--- config.mk ---
export PLATFORM = sky130hd
export DESIGN_NAME = ssf_top
export DESIGN_NICKNAME = d
export VERILOG_FILES = /design/src/ssf_pkg.sv /design/src/ssf_top.sv
export SDC_FILE = /design/constraint.sdc
export NUM_CORES = 1
export LEC_CHECK = 0
export ABC_AREA = 1
export ABC_CLOCK_PERIOD_IN_PS = 3400
export BUFFER_PORTS_ARGS = -buffer_cell sky130_fd_sc_hd__buf_2
export CORE_MARGIN = 3
export CORE_UTILIZATION = 50
export CTS_BUF_LIST = sky130_fd_sc_hd__clkbuf_16
export CTS_CLUSTER_DIAMETER = 120
export CTS_CLUSTER_SIZE = 24
export DETAILED_ROUTE_END_ITERATION = 8
export HOLD_SLACK_MARGIN = 0.05
export MAX_ROUTING_LAYER = met4
export PLACE_DENSITY = 0.73
export SETUP_SLACK_MARGIN = 0.02
export SYNTH_ARGS = -nofsm -noshare
export SYNTH_HDL_FRONTEND = slang
export SYNTH_SLANG_ARGS = --single-unit
export TNS_END_PERCENT = 30
--- constraint.sdc ---
create_clock -name clk_i -period 3.4 [get_ports clk_i]
set_clock_uncertainty 0.05 [all_clocks]
set_input_delay 0 -clock clk_i [delete_from_list [all_inputs] [get_ports clk_i]]
set_output_delay 0 -clock clk_i [all_outputs]
set_load 0.05 [all_outputs]
--- src/ssf_pkg.sv ---
// ssf_pkg: register map, field positions, reset values and timing counts
// assumes: 32-bit apb, 25 MHz clock
package ssf_pkg;

    // ------------------------------------------------------------------
    // register byte offsets
    // ------------------------------------------------------------------
    localparam logic [7:0] SSF_STATUS_OFS  = 8'h00; // line_status_flags, read only
    localparam logic [7:0] SSF_DATA_OFS    = 8'h04; // serial_data_reg
    localparam logic [7:0] SSF_CTRL2_OFS   = 8'h08; // serial_ctrl2_reg
    localparam logic [7:0] SSF_CTRL1_OFS   = 8'h0c; // serial_ctrl1_reg
    localparam logic [7:0] SSF_IRQ_ST_OFS  = 8'h10; // sticky event status, read only
    localparam logic [7:0] SSF_IRQ_EN_OFS  = 8'h14; // event enable
    localparam logic [7:0] SSF_IRQ_CLR_OFS = 8'h18; // event clear, write only
    localparam logic [7:0] SSF_EVENT_OFS   = 8'h1c; // line event injection, write only

    // ------------------------------------------------------------------
    // status bit positions
    // ------------------------------------------------------------------
    localparam int SSF_TXE_BIT  = 7;
    localparam int SSF_TXD_BIT  = 6;
    localparam int SSF_RXF_BIT  = 5;
    localparam int SSF_IDLE_BIT = 4;
    localparam int SSF_OVR_BIT  = 3;
    localparam int SSF_NOI_BIT  = 2;
    localparam int SSF_FRM_BIT  = 1;
    localparam int SSF_PAR_BIT  = 0;
    localparam logic [7:0] SSF_STATUS_RST = 8'hc0;

    // ctrl2 enables
    localparam int SSF_TIE_BIT  = 7;
    localparam int SSF_TX_DONE_IRQ_EN_BIT = 6;
    localparam int SSF_RIE_BIT  = 5;
    localparam int SSF_IDLE_IRQ_EN_BIT = 4;
    localparam logic [7:0] SSF_CTRL2_RST = 8'h00;
    // ctrl1 parity enable
    localparam int SSF_PIE_BIT  = 0;
    localparam logic [7:0] SSF_CTRL1_RST = 8'h00;

    // event injection bits (line-side events from the framing engine)
    localparam int SSF_EV_TXDONE = 0; // data frame finished
    localparam int SSF_EV_PREAM  = 1; // preamble or break finished
    localparam int SSF_EV_RXWORD = 2; // shifted word complete
    localparam int SSF_EV_IDLE   = 3; // idle line seen
    localparam int SSF_EV_FRAME  = 4; // framing error on word
    localparam int SSF_EV_PARITY = 5; // parity mismatch on word
    localparam int SSF_EV_NOISE  = 6; // majority disagreement on a bit

    // ------------------------------------------------------------------
    // timing
    // ------------------------------------------------------------------
    localparam int SSF_CLK_MHZ      = 25;
    localparam int SSF_TX_FRAME_NS  = 400; // shift time of one frame
    localparam int SSF_TX_FRAME_CYC = (SSF_TX_FRAME_NS * SSF_CLK_MHZ + 999) / 1000;
    localparam int SSF_OVS_COUNT    = 16;  // samples per bit
    localparam int SSF_OVS_MID      = 8;   // centre of the three middle samples

endpackage : ssf_pkg

--- src/ssf_top.sv ---
// ssf_top: status-flag logic of an asynchronous serial interface
// assumes: apb master on clk_i, rx pin asynchronous, framing engine reduced
// to a simple transmit shifter timer and a sampled receive pin plus events
`timescale 1ns/100ps

// Functional notes
// - tx empty set when holding moves to shifter
// - tx empty interrupt when enabled
// - status access then data write clears tx flags
// - no new transfer until tx empty cleared
// - tx done set after data frame, interrupts
// - preamble or break leaves tx done alone
// - rx full set on word arrival, interrupts
// - status access then data read clears rx flags
// - idle flag set on idle line, interrupts
// - idle rearms only after new rx full
// - overrun when word completes while rx full
// - overrun keeps holding data, shifter overwritten
// - noise flag, no interrupt of its own; here it can interrupt through its bit in the event enable register
// - framing flag, no interrupt of its own; here it can interrupt through its bit in the event enable register
// - framing plus overrun sets only overrun
// - parity flag, enable, sequence clear
// - middle three samples majority, disagreement noise
// - rx enable gates overrun or rx full; here there is no rx enable, both follow the word-complete event alone
module ssf_top
    import ssf_pkg::*;
(
    input  wire logic        clk_i,
    input  wire logic        srst_i,
    input  wire logic        ce_i,
    input  wire logic        psel_i,
    input  wire logic        penable_i,
    input  wire logic        pwrite_i,
    input  wire logic [7:0]  paddr_i,
    input  wire logic [31:0] pwdata_i,
    input  wire logic [3:0]  pstrb_i,
    output logic      [31:0] prdata_o,
    output logic             pready_o,
    output logic             pslverr_o,
    input  wire logic        rx_pin_i,
    input  wire logic [7:0]  rx_word_i,
    output logic      [7:0]  tx_shift_o,
    output logic             tx_busy_o,
    output logic             irq_o
);

    typedef enum logic [1:0] {
        SSF_TX_IDLE  = 2'b00,
        SSF_TX_SHIFT = 2'b01
    } ssf_tx_state_type;

    // ------------------------------------------------------------------
    // state
    // ------------------------------------------------------------------
    logic [7:0]       status_ff;
    logic [7:0]       ctrl1_ff;
    logic [7:0]       ctrl2_ff;
    logic [7:0]       tx_hold_ff;
    logic             tx_hold_full_ff;
    logic [7:0]       tx_shift_ff;
    logic [7:0]       rx_hold_ff;
    logic [7:0]       rx_shift_ff;
    logic [3:0]       rx_bit_ff;
    logic             status_seen_ff;
    logic             idle_armed_ff;
    logic [15:0]      tx_cnt_ff;
    ssf_tx_state_type tx_state_ff;
    logic [1:0]       rx_sync_ff;
    logic [3:0]       ovs_cnt_ff;
    logic [2:0]       mid_ff;
    logic             bit_noise_ff;
    logic [7:0]       ev_st_ff;
    logic [7:0]       ev_en_ff;
    logic [31:0]      prdata_ff;
    logic             pready_ff;
    logic             pslverr_ff;
    logic             irq_ff;

    // ------------------------------------------------------------------
    // bus decode
    // ------------------------------------------------------------------
    logic       acc;
    logic       wr;
    logic       rd;
    logic       st_acc;
    logic       data_wr;
    logic       data_rd;
    logic       ev_wr;
    logic       mapped;
    logic [7:0] ev;

    // access phase completes on the cycle pready is high
    assign acc     = ce_i && psel_i && penable_i && pready_ff;
    assign wr      = acc && pwrite_i && pstrb_i[0];
    assign rd      = acc && !pwrite_i;
    assign st_acc  = acc && (paddr_i == SSF_STATUS_OFS);
    assign data_wr = wr && (paddr_i == SSF_DATA_OFS);
    assign data_rd = rd && (paddr_i == SSF_DATA_OFS);
    assign ev_wr   = wr && (paddr_i == SSF_EVENT_OFS);
    assign ev      = ev_wr ? pwdata_i[7:0] : 8'h00;

    always_comb begin
        if (paddr_i == SSF_STATUS_OFS) begin
            mapped = 1'b1;
        end else if (paddr_i == SSF_DATA_OFS || paddr_i == SSF_CTRL2_OFS) begin
            mapped = 1'b1;
        end else if (paddr_i == SSF_CTRL1_OFS || paddr_i == SSF_IRQ_ST_OFS) begin
            mapped = 1'b1;
        end else if (paddr_i == SSF_IRQ_EN_OFS || paddr_i == SSF_IRQ_CLR_OFS) begin
            mapped = 1'b1;
        end else begin
            mapped = (paddr_i == SSF_EVENT_OFS);
        end
    end

    // ------------------------------------------------------------------
    // receive pin sampling
    // ------------------------------------------------------------------
    logic rx_s;
    logic [1:0] mid_sum;
    logic maj;
    logic mid_bad;

    assign rx_s    = rx_sync_ff[1];
    assign mid_sum = {1'b0, mid_ff[0]} + {1'b0, mid_ff[1]} + {1'b0, mid_ff[2]};
    assign maj     = mid_sum[1];
    assign mid_bad = (mid_ff != 3'b000) && (mid_ff != 3'b111);

    // two-stage synchroniser for the pin
    always_ff @(posedge clk_i) begin
        if (srst_i) begin
            rx_sync_ff <= 2'b11;
        end else if (ce_i) begin
            rx_sync_ff <= {rx_sync_ff[0], rx_pin_i};
        end
    end

    // a low line in idle starts a frame and restarts the sixteen-sample count
    always_ff @(posedge clk_i) begin
        if (srst_i) begin
            ovs_cnt_ff   <= 4'h1;
            rx_bit_ff    <= 4'h0;
            mid_ff       <= 3'h7;
            bit_noise_ff <= 1'b0;
        end else if (ce_i) begin
            ovs_cnt_ff <= (rx_bit_ff == 4'h0) ? 4'h1 : ovs_cnt_ff + 4'h1;
            if (rx_bit_ff == 4'h0) begin
                rx_bit_ff <= {3'h0, !rx_s};                  // first low sample is sample 0
            end
            if (ovs_cnt_ff >= 4'(SSF_OVS_MID - 1) && ovs_cnt_ff <= 4'(SSF_OVS_MID + 1)) begin
                mid_ff <= {mid_ff[1:0], rx_s};
            end
            if (ovs_cnt_ff == 4'(SSF_OVS_COUNT - 1)) begin
                rx_bit_ff    <= (rx_bit_ff == 4'ha) ? 4'h0 : rx_bit_ff + 4'h1; // start, 8 data, stop
                bit_noise_ff <= bit_noise_ff
                                | (mid_bad && rx_bit_ff >= 4'h2 && rx_bit_ff <= 4'h9);
                rx_shift_ff  <= {maj, rx_shift_ff[7:1]};
            end
            if (ev[SSF_EV_RXWORD]) begin
                bit_noise_ff <= 1'b0;
            end
        end
    end

    // ------------------------------------------------------------------
    // transmit path
    // ------------------------------------------------------------------
    logic tx_move;
    assign tx_move = (tx_state_ff == SSF_TX_IDLE) && tx_hold_full_ff
                     && !status_ff[SSF_TXE_BIT] && !data_wr;

    // holding register filled by data writes
    always_ff @(posedge clk_i) begin
        if (srst_i) begin
            tx_hold_ff      <= 8'h00;
            tx_hold_full_ff <= 1'b0;
        end else if (ce_i) begin
            if (data_wr) begin
                tx_hold_ff      <= pwdata_i[7:0];
                tx_hold_full_ff <= 1'b1;
            end else if (tx_move) begin
                tx_hold_full_ff <= 1'b0;
            end
        end
    end

    // shifter timer stands in for the framing engine
    always_ff @(posedge clk_i) begin
        if (srst_i) begin
            tx_state_ff <= SSF_TX_IDLE;
            tx_cnt_ff   <= 16'h0000;
            tx_shift_ff <= 8'h00;
        end else if (ce_i) begin
            case (tx_state_ff)
                SSF_TX_IDLE: begin
                    if (tx_move) begin
                        tx_shift_ff <= tx_hold_ff;
                        tx_cnt_ff   <= 16'(SSF_TX_FRAME_CYC - 1);
                        tx_state_ff <= SSF_TX_SHIFT;
                    end
                end
                SSF_TX_SHIFT: begin
                    if (tx_cnt_ff == 16'h0000) begin
                        tx_state_ff <= SSF_TX_IDLE;
                    end else begin
                        tx_cnt_ff <= tx_cnt_ff - 16'h0001;
                    end
                end
                default: begin
                    tx_state_ff <= SSF_TX_IDLE;
                end
            endcase
        end
    end

    logic tx_frame_done;
    assign tx_frame_done = ((tx_state_ff == SSF_TX_SHIFT) && (tx_cnt_ff == 16'h0000))
                           || ev[SSF_EV_TXDONE];

    // ------------------------------------------------------------------
    // receive word transfer
    // ------------------------------------------------------------------
    logic rx_word;
    logic rx_ovr;
    assign rx_word = ev[SSF_EV_RXWORD];
    assign rx_ovr  = rx_word && status_ff[SSF_RXF_BIT];

    // holding register is kept on overrun, only the shifter changes
    always_ff @(posedge clk_i) begin
        if (srst_i) begin
            rx_hold_ff <= 8'h00;
        end else if (ce_i && rx_word && !rx_ovr) begin
            rx_hold_ff <= rx_word_i;
        end
    end

    // ------------------------------------------------------------------
    // clear sequence tracking
    // ------------------------------------------------------------------
    always_ff @(posedge clk_i) begin
        if (srst_i) begin
            status_seen_ff <= 1'b0;
        end else if (ce_i) begin
            if (st_acc) begin
                status_seen_ff <= 1'b1;
            end else if (data_wr || data_rd) begin
                status_seen_ff <= 1'b0;
            end
        end
    end

    logic clr_tx;
    logic clr_rx;
    assign clr_tx = status_seen_ff && data_wr;
    assign clr_rx = status_seen_ff && data_rd;

    // idle rearms only once a fresh word has set the rx full flag
    always_ff @(posedge clk_i) begin
        if (srst_i) begin
            idle_armed_ff <= 1'b1;
        end else if (ce_i) begin
            if (rx_word && !rx_ovr) begin
                idle_armed_ff <= 1'b1;
            end else if (ev[SSF_EV_IDLE] && idle_armed_ff) begin
                idle_armed_ff <= 1'b0;
            end
        end
    end

    // ------------------------------------------------------------------
    // status flags; a set in the clearing cycle wins
    // ------------------------------------------------------------------
    logic [7:0] set_v;
    logic [7:0] clr_v;
    always_comb begin
        set_v = 8'h00;
        clr_v = 8'h00;
        set_v[SSF_TXE_BIT]  = tx_move;
        set_v[SSF_TXD_BIT]  = tx_frame_done;
        // a preamble or break finishing sets nothing
        set_v[SSF_RXF_BIT]  = rx_word && !rx_ovr;
        set_v[SSF_IDLE_BIT] = ev[SSF_EV_IDLE] && idle_armed_ff;
        set_v[SSF_OVR_BIT]  = rx_ovr;
        set_v[SSF_NOI_BIT]  = rx_word && !rx_ovr
                              && (bit_noise_ff || ev[SSF_EV_NOISE]);
        set_v[SSF_FRM_BIT]  = ev[SSF_EV_FRAME] && !rx_ovr;
        set_v[SSF_PAR_BIT]  = ev[SSF_EV_PARITY] && !rx_ovr;
        clr_v[SSF_TXE_BIT]  = clr_tx;
        clr_v[SSF_TXD_BIT]  = clr_tx;
        clr_v[5:0]          = {6{clr_rx}};
    end

    always_ff @(posedge clk_i) begin
        if (srst_i) begin
            status_ff <= SSF_STATUS_RST;
        end else if (ce_i) begin
            status_ff <= (status_ff & ~clr_v) | set_v;
        end
    end

    // ------------------------------------------------------------------
    // control registers and event interrupt block
    // ------------------------------------------------------------------
    always_ff @(posedge clk_i) begin
        if (srst_i) begin
            ctrl1_ff <= SSF_CTRL1_RST;
            ctrl2_ff <= SSF_CTRL2_RST;
            ev_en_ff <= 8'h00;
        end else if (ce_i && wr) begin
            if (paddr_i == SSF_CTRL1_OFS) begin
                ctrl1_ff <= pwdata_i[7:0];
            end else if (paddr_i == SSF_CTRL2_OFS) begin
                ctrl2_ff <= pwdata_i[7:0];
            end else if (paddr_i == SSF_IRQ_EN_OFS) begin
                ev_en_ff <= pwdata_i[7:0];
            end
        end
    end

    // sticky events latch on flag set; write-one clears, set wins
    logic [7:0] ev_clr;
    assign ev_clr = (wr && paddr_i == SSF_IRQ_CLR_OFS) ? pwdata_i[7:0] : 8'h00;

    always_ff @(posedge clk_i) begin
        if (srst_i) begin
            ev_st_ff <= 8'h00;
        end else if (ce_i) begin
            ev_st_ff <= (ev_st_ff & ~ev_clr) | set_v;
        end
    end

    // interrupt request from flag levels and sticky events
    logic flag_irq;
    assign flag_irq = (status_ff[SSF_TXE_BIT] && ctrl2_ff[SSF_TIE_BIT])
                   || (status_ff[SSF_TXD_BIT] && ctrl2_ff[SSF_TX_DONE_IRQ_EN_BIT])
                   || ((status_ff[SSF_RXF_BIT] || status_ff[SSF_OVR_BIT])
                       && ctrl2_ff[SSF_RIE_BIT])
                   || (status_ff[SSF_IDLE_BIT] && ctrl2_ff[SSF_IDLE_IRQ_EN_BIT])
                   || (status_ff[SSF_PAR_BIT] && ctrl1_ff[SSF_PIE_BIT]);

    always_ff @(posedge clk_i) begin
        if (srst_i) begin
            irq_ff <= 1'b0;
        end else if (ce_i) begin
            irq_ff <= flag_irq || (|(ev_st_ff & ev_en_ff));
        end
    end

    // ------------------------------------------------------------------
    // apb answer: one wait state, then pready
    // ------------------------------------------------------------------
    logic [7:0] rd_byte;
    always_comb begin
        if (paddr_i == SSF_STATUS_OFS) begin
            rd_byte = status_ff;
        end else if (paddr_i == SSF_DATA_OFS) begin
            rd_byte = rx_hold_ff;
        end else if (paddr_i == SSF_CTRL2_OFS) begin
            rd_byte = ctrl2_ff;
        end else if (paddr_i == SSF_CTRL1_OFS) begin
            rd_byte = ctrl1_ff;
        end else if (paddr_i == SSF_IRQ_ST_OFS) begin
            rd_byte = ev_st_ff;
        end else if (paddr_i == SSF_IRQ_EN_OFS) begin
            rd_byte = ev_en_ff;
        end else begin
            rd_byte = 8'h00;
        end
    end

    always_ff @(posedge clk_i) begin
        if (srst_i) begin
            pready_ff  <= 1'b0;
            prdata_ff  <= 32'h0000_0000;
            pslverr_ff <= 1'b0;
        end else if (ce_i) begin
            if (psel_i && penable_i && !pready_ff) begin
                pready_ff  <= 1'b1;
                prdata_ff  <= {24'h00_0000, rd_byte};
                pslverr_ff <= !mapped;
            end else begin
                pready_ff  <= 1'b0;
                pslverr_ff <= 1'b0;
            end
        end
    end

    // ------------------------------------------------------------------
    // outputs
    // ------------------------------------------------------------------
    assign prdata_o   = prdata_ff;
    assign pready_o   = pready_ff;
    assign pslverr_o  = pslverr_ff;
    assign tx_shift_o = tx_shift_ff;
    assign tx_busy_o  = tx_state_ff[0];                      // shift state is coded 2'b01
    assign irq_o      = irq_ff;

endmodule : ssf_top

==> summary.md <==
| Metric | Value |
|---|---|
| Synth async-reset ratio | 0% |
| RSZ-0062 raised after global routing | false |
| Max Cap Viol | 0 |
| Clock slew at the register clock pins of the worst setup and hold paths | 70 ps |
| Maximum clock rate | ~530 MHz |
| Number of cell instances on the worst register-to-register path | 8 |
| Post-route setup slack | 1520 ps |
| Reg2Reg Setup Slack | approximately 1500 ps |
| Ranking of synthesized cells by area | dfxtp_1, nand2_1, a21oi_1 |
| Portion of synthesized cell area occupied by the leading cell type | 39.7% |
| Maximum vdd ir drop | 316 uV |
| Number of port buffers | 51 |
| Sequential fraction of the synthesis area | 39.7% |
| Number of synthesized register bits | roughly 110 |
| Critical path start-end classification | flip-flop to flip-flop |
| Worst Path Arrival | 2110 ps |
| Clock insertion delay at the later pin of the skew report | roughly 360 ps |
| Sum of met3 wire segment lengths after detailed routing | 673 um |
| Endpoint, Worst Hold | status_seen_ff |
| Count of pins over their slew limit | 0 |
| Count of unique library cells instantiated by Yosys | 43 |
| Via-to-Cell Ratio | 5.30 |
| DRC errors left | 0 |
| # nets final | 896 |
| Top_reg_cell synth | dfxtp_1 |
| Count of flip-flops with a built-in enable after synthesis | 0 |
| Avg Synthesized Cell Area | 7.07 sq um |
| Final wirelength | ~14 mm |
| Cells after synthesis | 777 |
| PD cells | 412 nW/um^2 |
| Startpoint of the worst hold path | penable_i |
| Uppermost metal layer occupied by signal nets | met4 |
| GR Overflow Total | 0 |
| Area of the die | around 12000 sq um |
| Largest fanout on the critical path | 12 |
| Detailed router's first-iteration violation count | approximately 360 |
| Routed met2 length | roughly 7.0 mm |
| Req. time, crit path | about 3600 ps |
| Endpoint kind of the worst setup timing path | flip-flop |
| RePlAce Congestion | 0.930 |
| Buffer count from post-CTS setup fixing | 0 |
| Detailed Place HPWL | roughly 10 mm |
| Endpoint of the worst register-to-register path | ev_st_ff[2] |
| Maximum number of pins on one net before global-route repair | 54 |
| Met1 Wirelength | 6.04 mm |
| Number of top-level design ports | 103 |
| Vias | 5156 |
| Clock sinks | 109 |
| Number of global-route vias before repair | approximately 5000 |
| Clock tree from TritonCTS | built |
| Area Growth Syn to Fin | 11.8% |
| Number of instances on the worst hold path | 4 |
| Fill cells | between 1000 and 1500 |
| Total number of H-tree levels | 3 |
| Placeable core area | 10500 sq um |
| Standard-cell rows | 37 |
| Period utilization | between 50% and 60% |
| Wire length of the first global-routing pass | 22.9 mm |
| Maximum clock insertion buffer count | 2 |
| Synthesized cell area | around 5500 sq um |
| Number of nets with antenna violations after routing | 0 |
| Setup tns final | 0 ps |
| Die width | 111 um |
| Post-placement cell count | 939 |
| WL/cell | 14.3 um |
| Run status | finished, final reports clean |
| Most common cell in the synthesized netlist | nand2_1 |
| Count of TritonRoute iterations in the first routing pass | 7 |
| Hold Violations, Final | 0 |
| Total GRT Usage | 23.2% |
| Post-placement worst setup slack | 1400 ps |
| Leakage dissipation | 0.00275 uW |
| Largest area contributor in the netlist | dfxtp_1 |
| Root buffer cell | clkbuf_16 |
| Antenna violations before repair | 0 |
| Initial Util | 52.2% |
| Pin slew with the least headroom to its limit | between 1000 and 1500 ps |
| Commonest cells post-synth | nand2_1, dfxtp_1, nor2_1 |
| Warnings, synthesis | 0 |
| Final critical delay including setup and external delays | between 1500 and 2000 ps |
| Number of antenna cells inserted | 0 |
| Hold WC Path Type | input pin to flip-flop |
| Startpoint of the worst-slack reg-to-reg timing path | pready_o |
| Die boundary height | 111 um |
| Remaining max-slew budget at the tightest pin | 30.7% |
| Post-route non-filler standard cell count | 973 |
| Setup Viol. Count Final | 0 |
| Share of layout cells above drive strength 1 | 12.4% |
| Crit path launch type | flip-flop |
| Inserted Clock Buffers | 9 |
[worst max-delay path by stage]
stage | startpoint | slack, ps | end | cells after the start
2_1_floorplan | pready_o | 1580 | rx_hold_ff[0] | 8
3_3_place_gp | paddr_i[5] | 1480 | ev_st_ff[2] | 10
3_5_place_dp | paddr_i[5] | 1400 | status_ff[2] | 10
4_1_cts | pready_o | 1550 | ev_st_ff[2] | 8
5_1_grt | pready_o | 1420 | status_ff[2] | 8
6_report | pready_o | 1520 | ev_st_ff[2] | 8
[metal layers]
layer | vias to the layer above | GRT usage, %
met3 | 21 | 4.91
met4 | 0 | 6.98
met2 | 140 | 40.5
met1 | 2401 | 26.8
met5 | - | -
li1 | 2594 | -
[stage by stage]
| step | utilization, % | power (uW) | hold WS, ps | area, sq um |
|---|---|---|---|---|
| 6_report | 58.4 | 2530 | 84.4 | 6140 |
| 5_1_grt | 58.4 | 2610 | 82.3 | 6140 |
| 4_1_cts | 58.4 | 2540 | 73.5 | 6140 |
| 3_5_place_dp | 53.9 | 1500 | 188 | 5670 |
| 3_3_place_gp | 53.9 | 1490 | 181 | 5670 |
| 2_1_floorplan | - | 1470 | 72.1 | 5580 |
[layout by cell type, fill, tap and decap left out, drive strengths merged]
master / instances
dlygate4sd3: 18
o211ai: 3
or2: 3
o21ai: 59
clkinv: 4
nor3b: 1
and3: 2
buf: 54
nor2: 120
o21bai: 1
a41oi: 2
a22o: 1
xnor2: 5
a211oi: 2
inv: 69
dfxtp: 109
ha: 5
clkinvlp: 2
nand4: 7
xor2: 3
nand2: 162
a21oi: 94
a31oi: 1
conb: 24
nand3: 68
o22ai: 1
bufinv: 1
o21a: 1
clkbuf: 9
nor3: 6
[layout make-up]
cell class / count / area (sq um) / area share (%)
multi-input cells: 571 / 2780 / 45.2
well taps: 136 / 170 / 2.77
clock inverters: 7 / 66.3 / 1.08
clock buffers: 9 / 225 / 3.67
inverters: 69 / 260 / 4.24
flip-flops and latches: 109 / 2180 / 35.5
repair buffers: 72 / 458 / 7.46
[critical path, stage by stage, from the launching register on]
cell and delay, ps:
dfxtp_1 400, nand4_4 160, nor2_8 240, nand3_4 140, nor2_2 160, nand2_2 200
clkinv_2 180, nand2_1 120, a21oi_1 150
[what timing repair did]
action / CTS / global route
hold endpoints to repair: 51 / 0
gates resized for setup: 0 / 0
hold buffers: 18 / 0
[report_power, final]
part           switching (uW)  internal [uW]  total [uW]
registers                4.87           1280        1290
clock network             477            568        1050
logic                     150           48.4         199
[kinds of logic after synthesis]
logic type	after synthesis	share of synthesized area, %
compound gates	165	15.6
buf+inv	120	11.3
flops	109	39.7
fa+ha+maj	5	1.14
xor+xnor	8	1.28
other cells	1	0.0683
simple gates	369	30.9
[sequential cells by signal (all words and copies together), names as in the netlist, 2 cells and up]
name	cells
ctrl2_ff	8
rx_hold_ff	8
rx_sync_ff	2
ev_en_ff	8
status_ff	8
tx_cnt_ff	16
rx_bit_ff	4
tx_hold_ff	8
prdata_o	8
mid_ff	3
ovs_cnt_ff	4
tx_shift_o	8
ev_st_ff	8
ctrl1_ff	8
(Power assumes the default switching activity.)
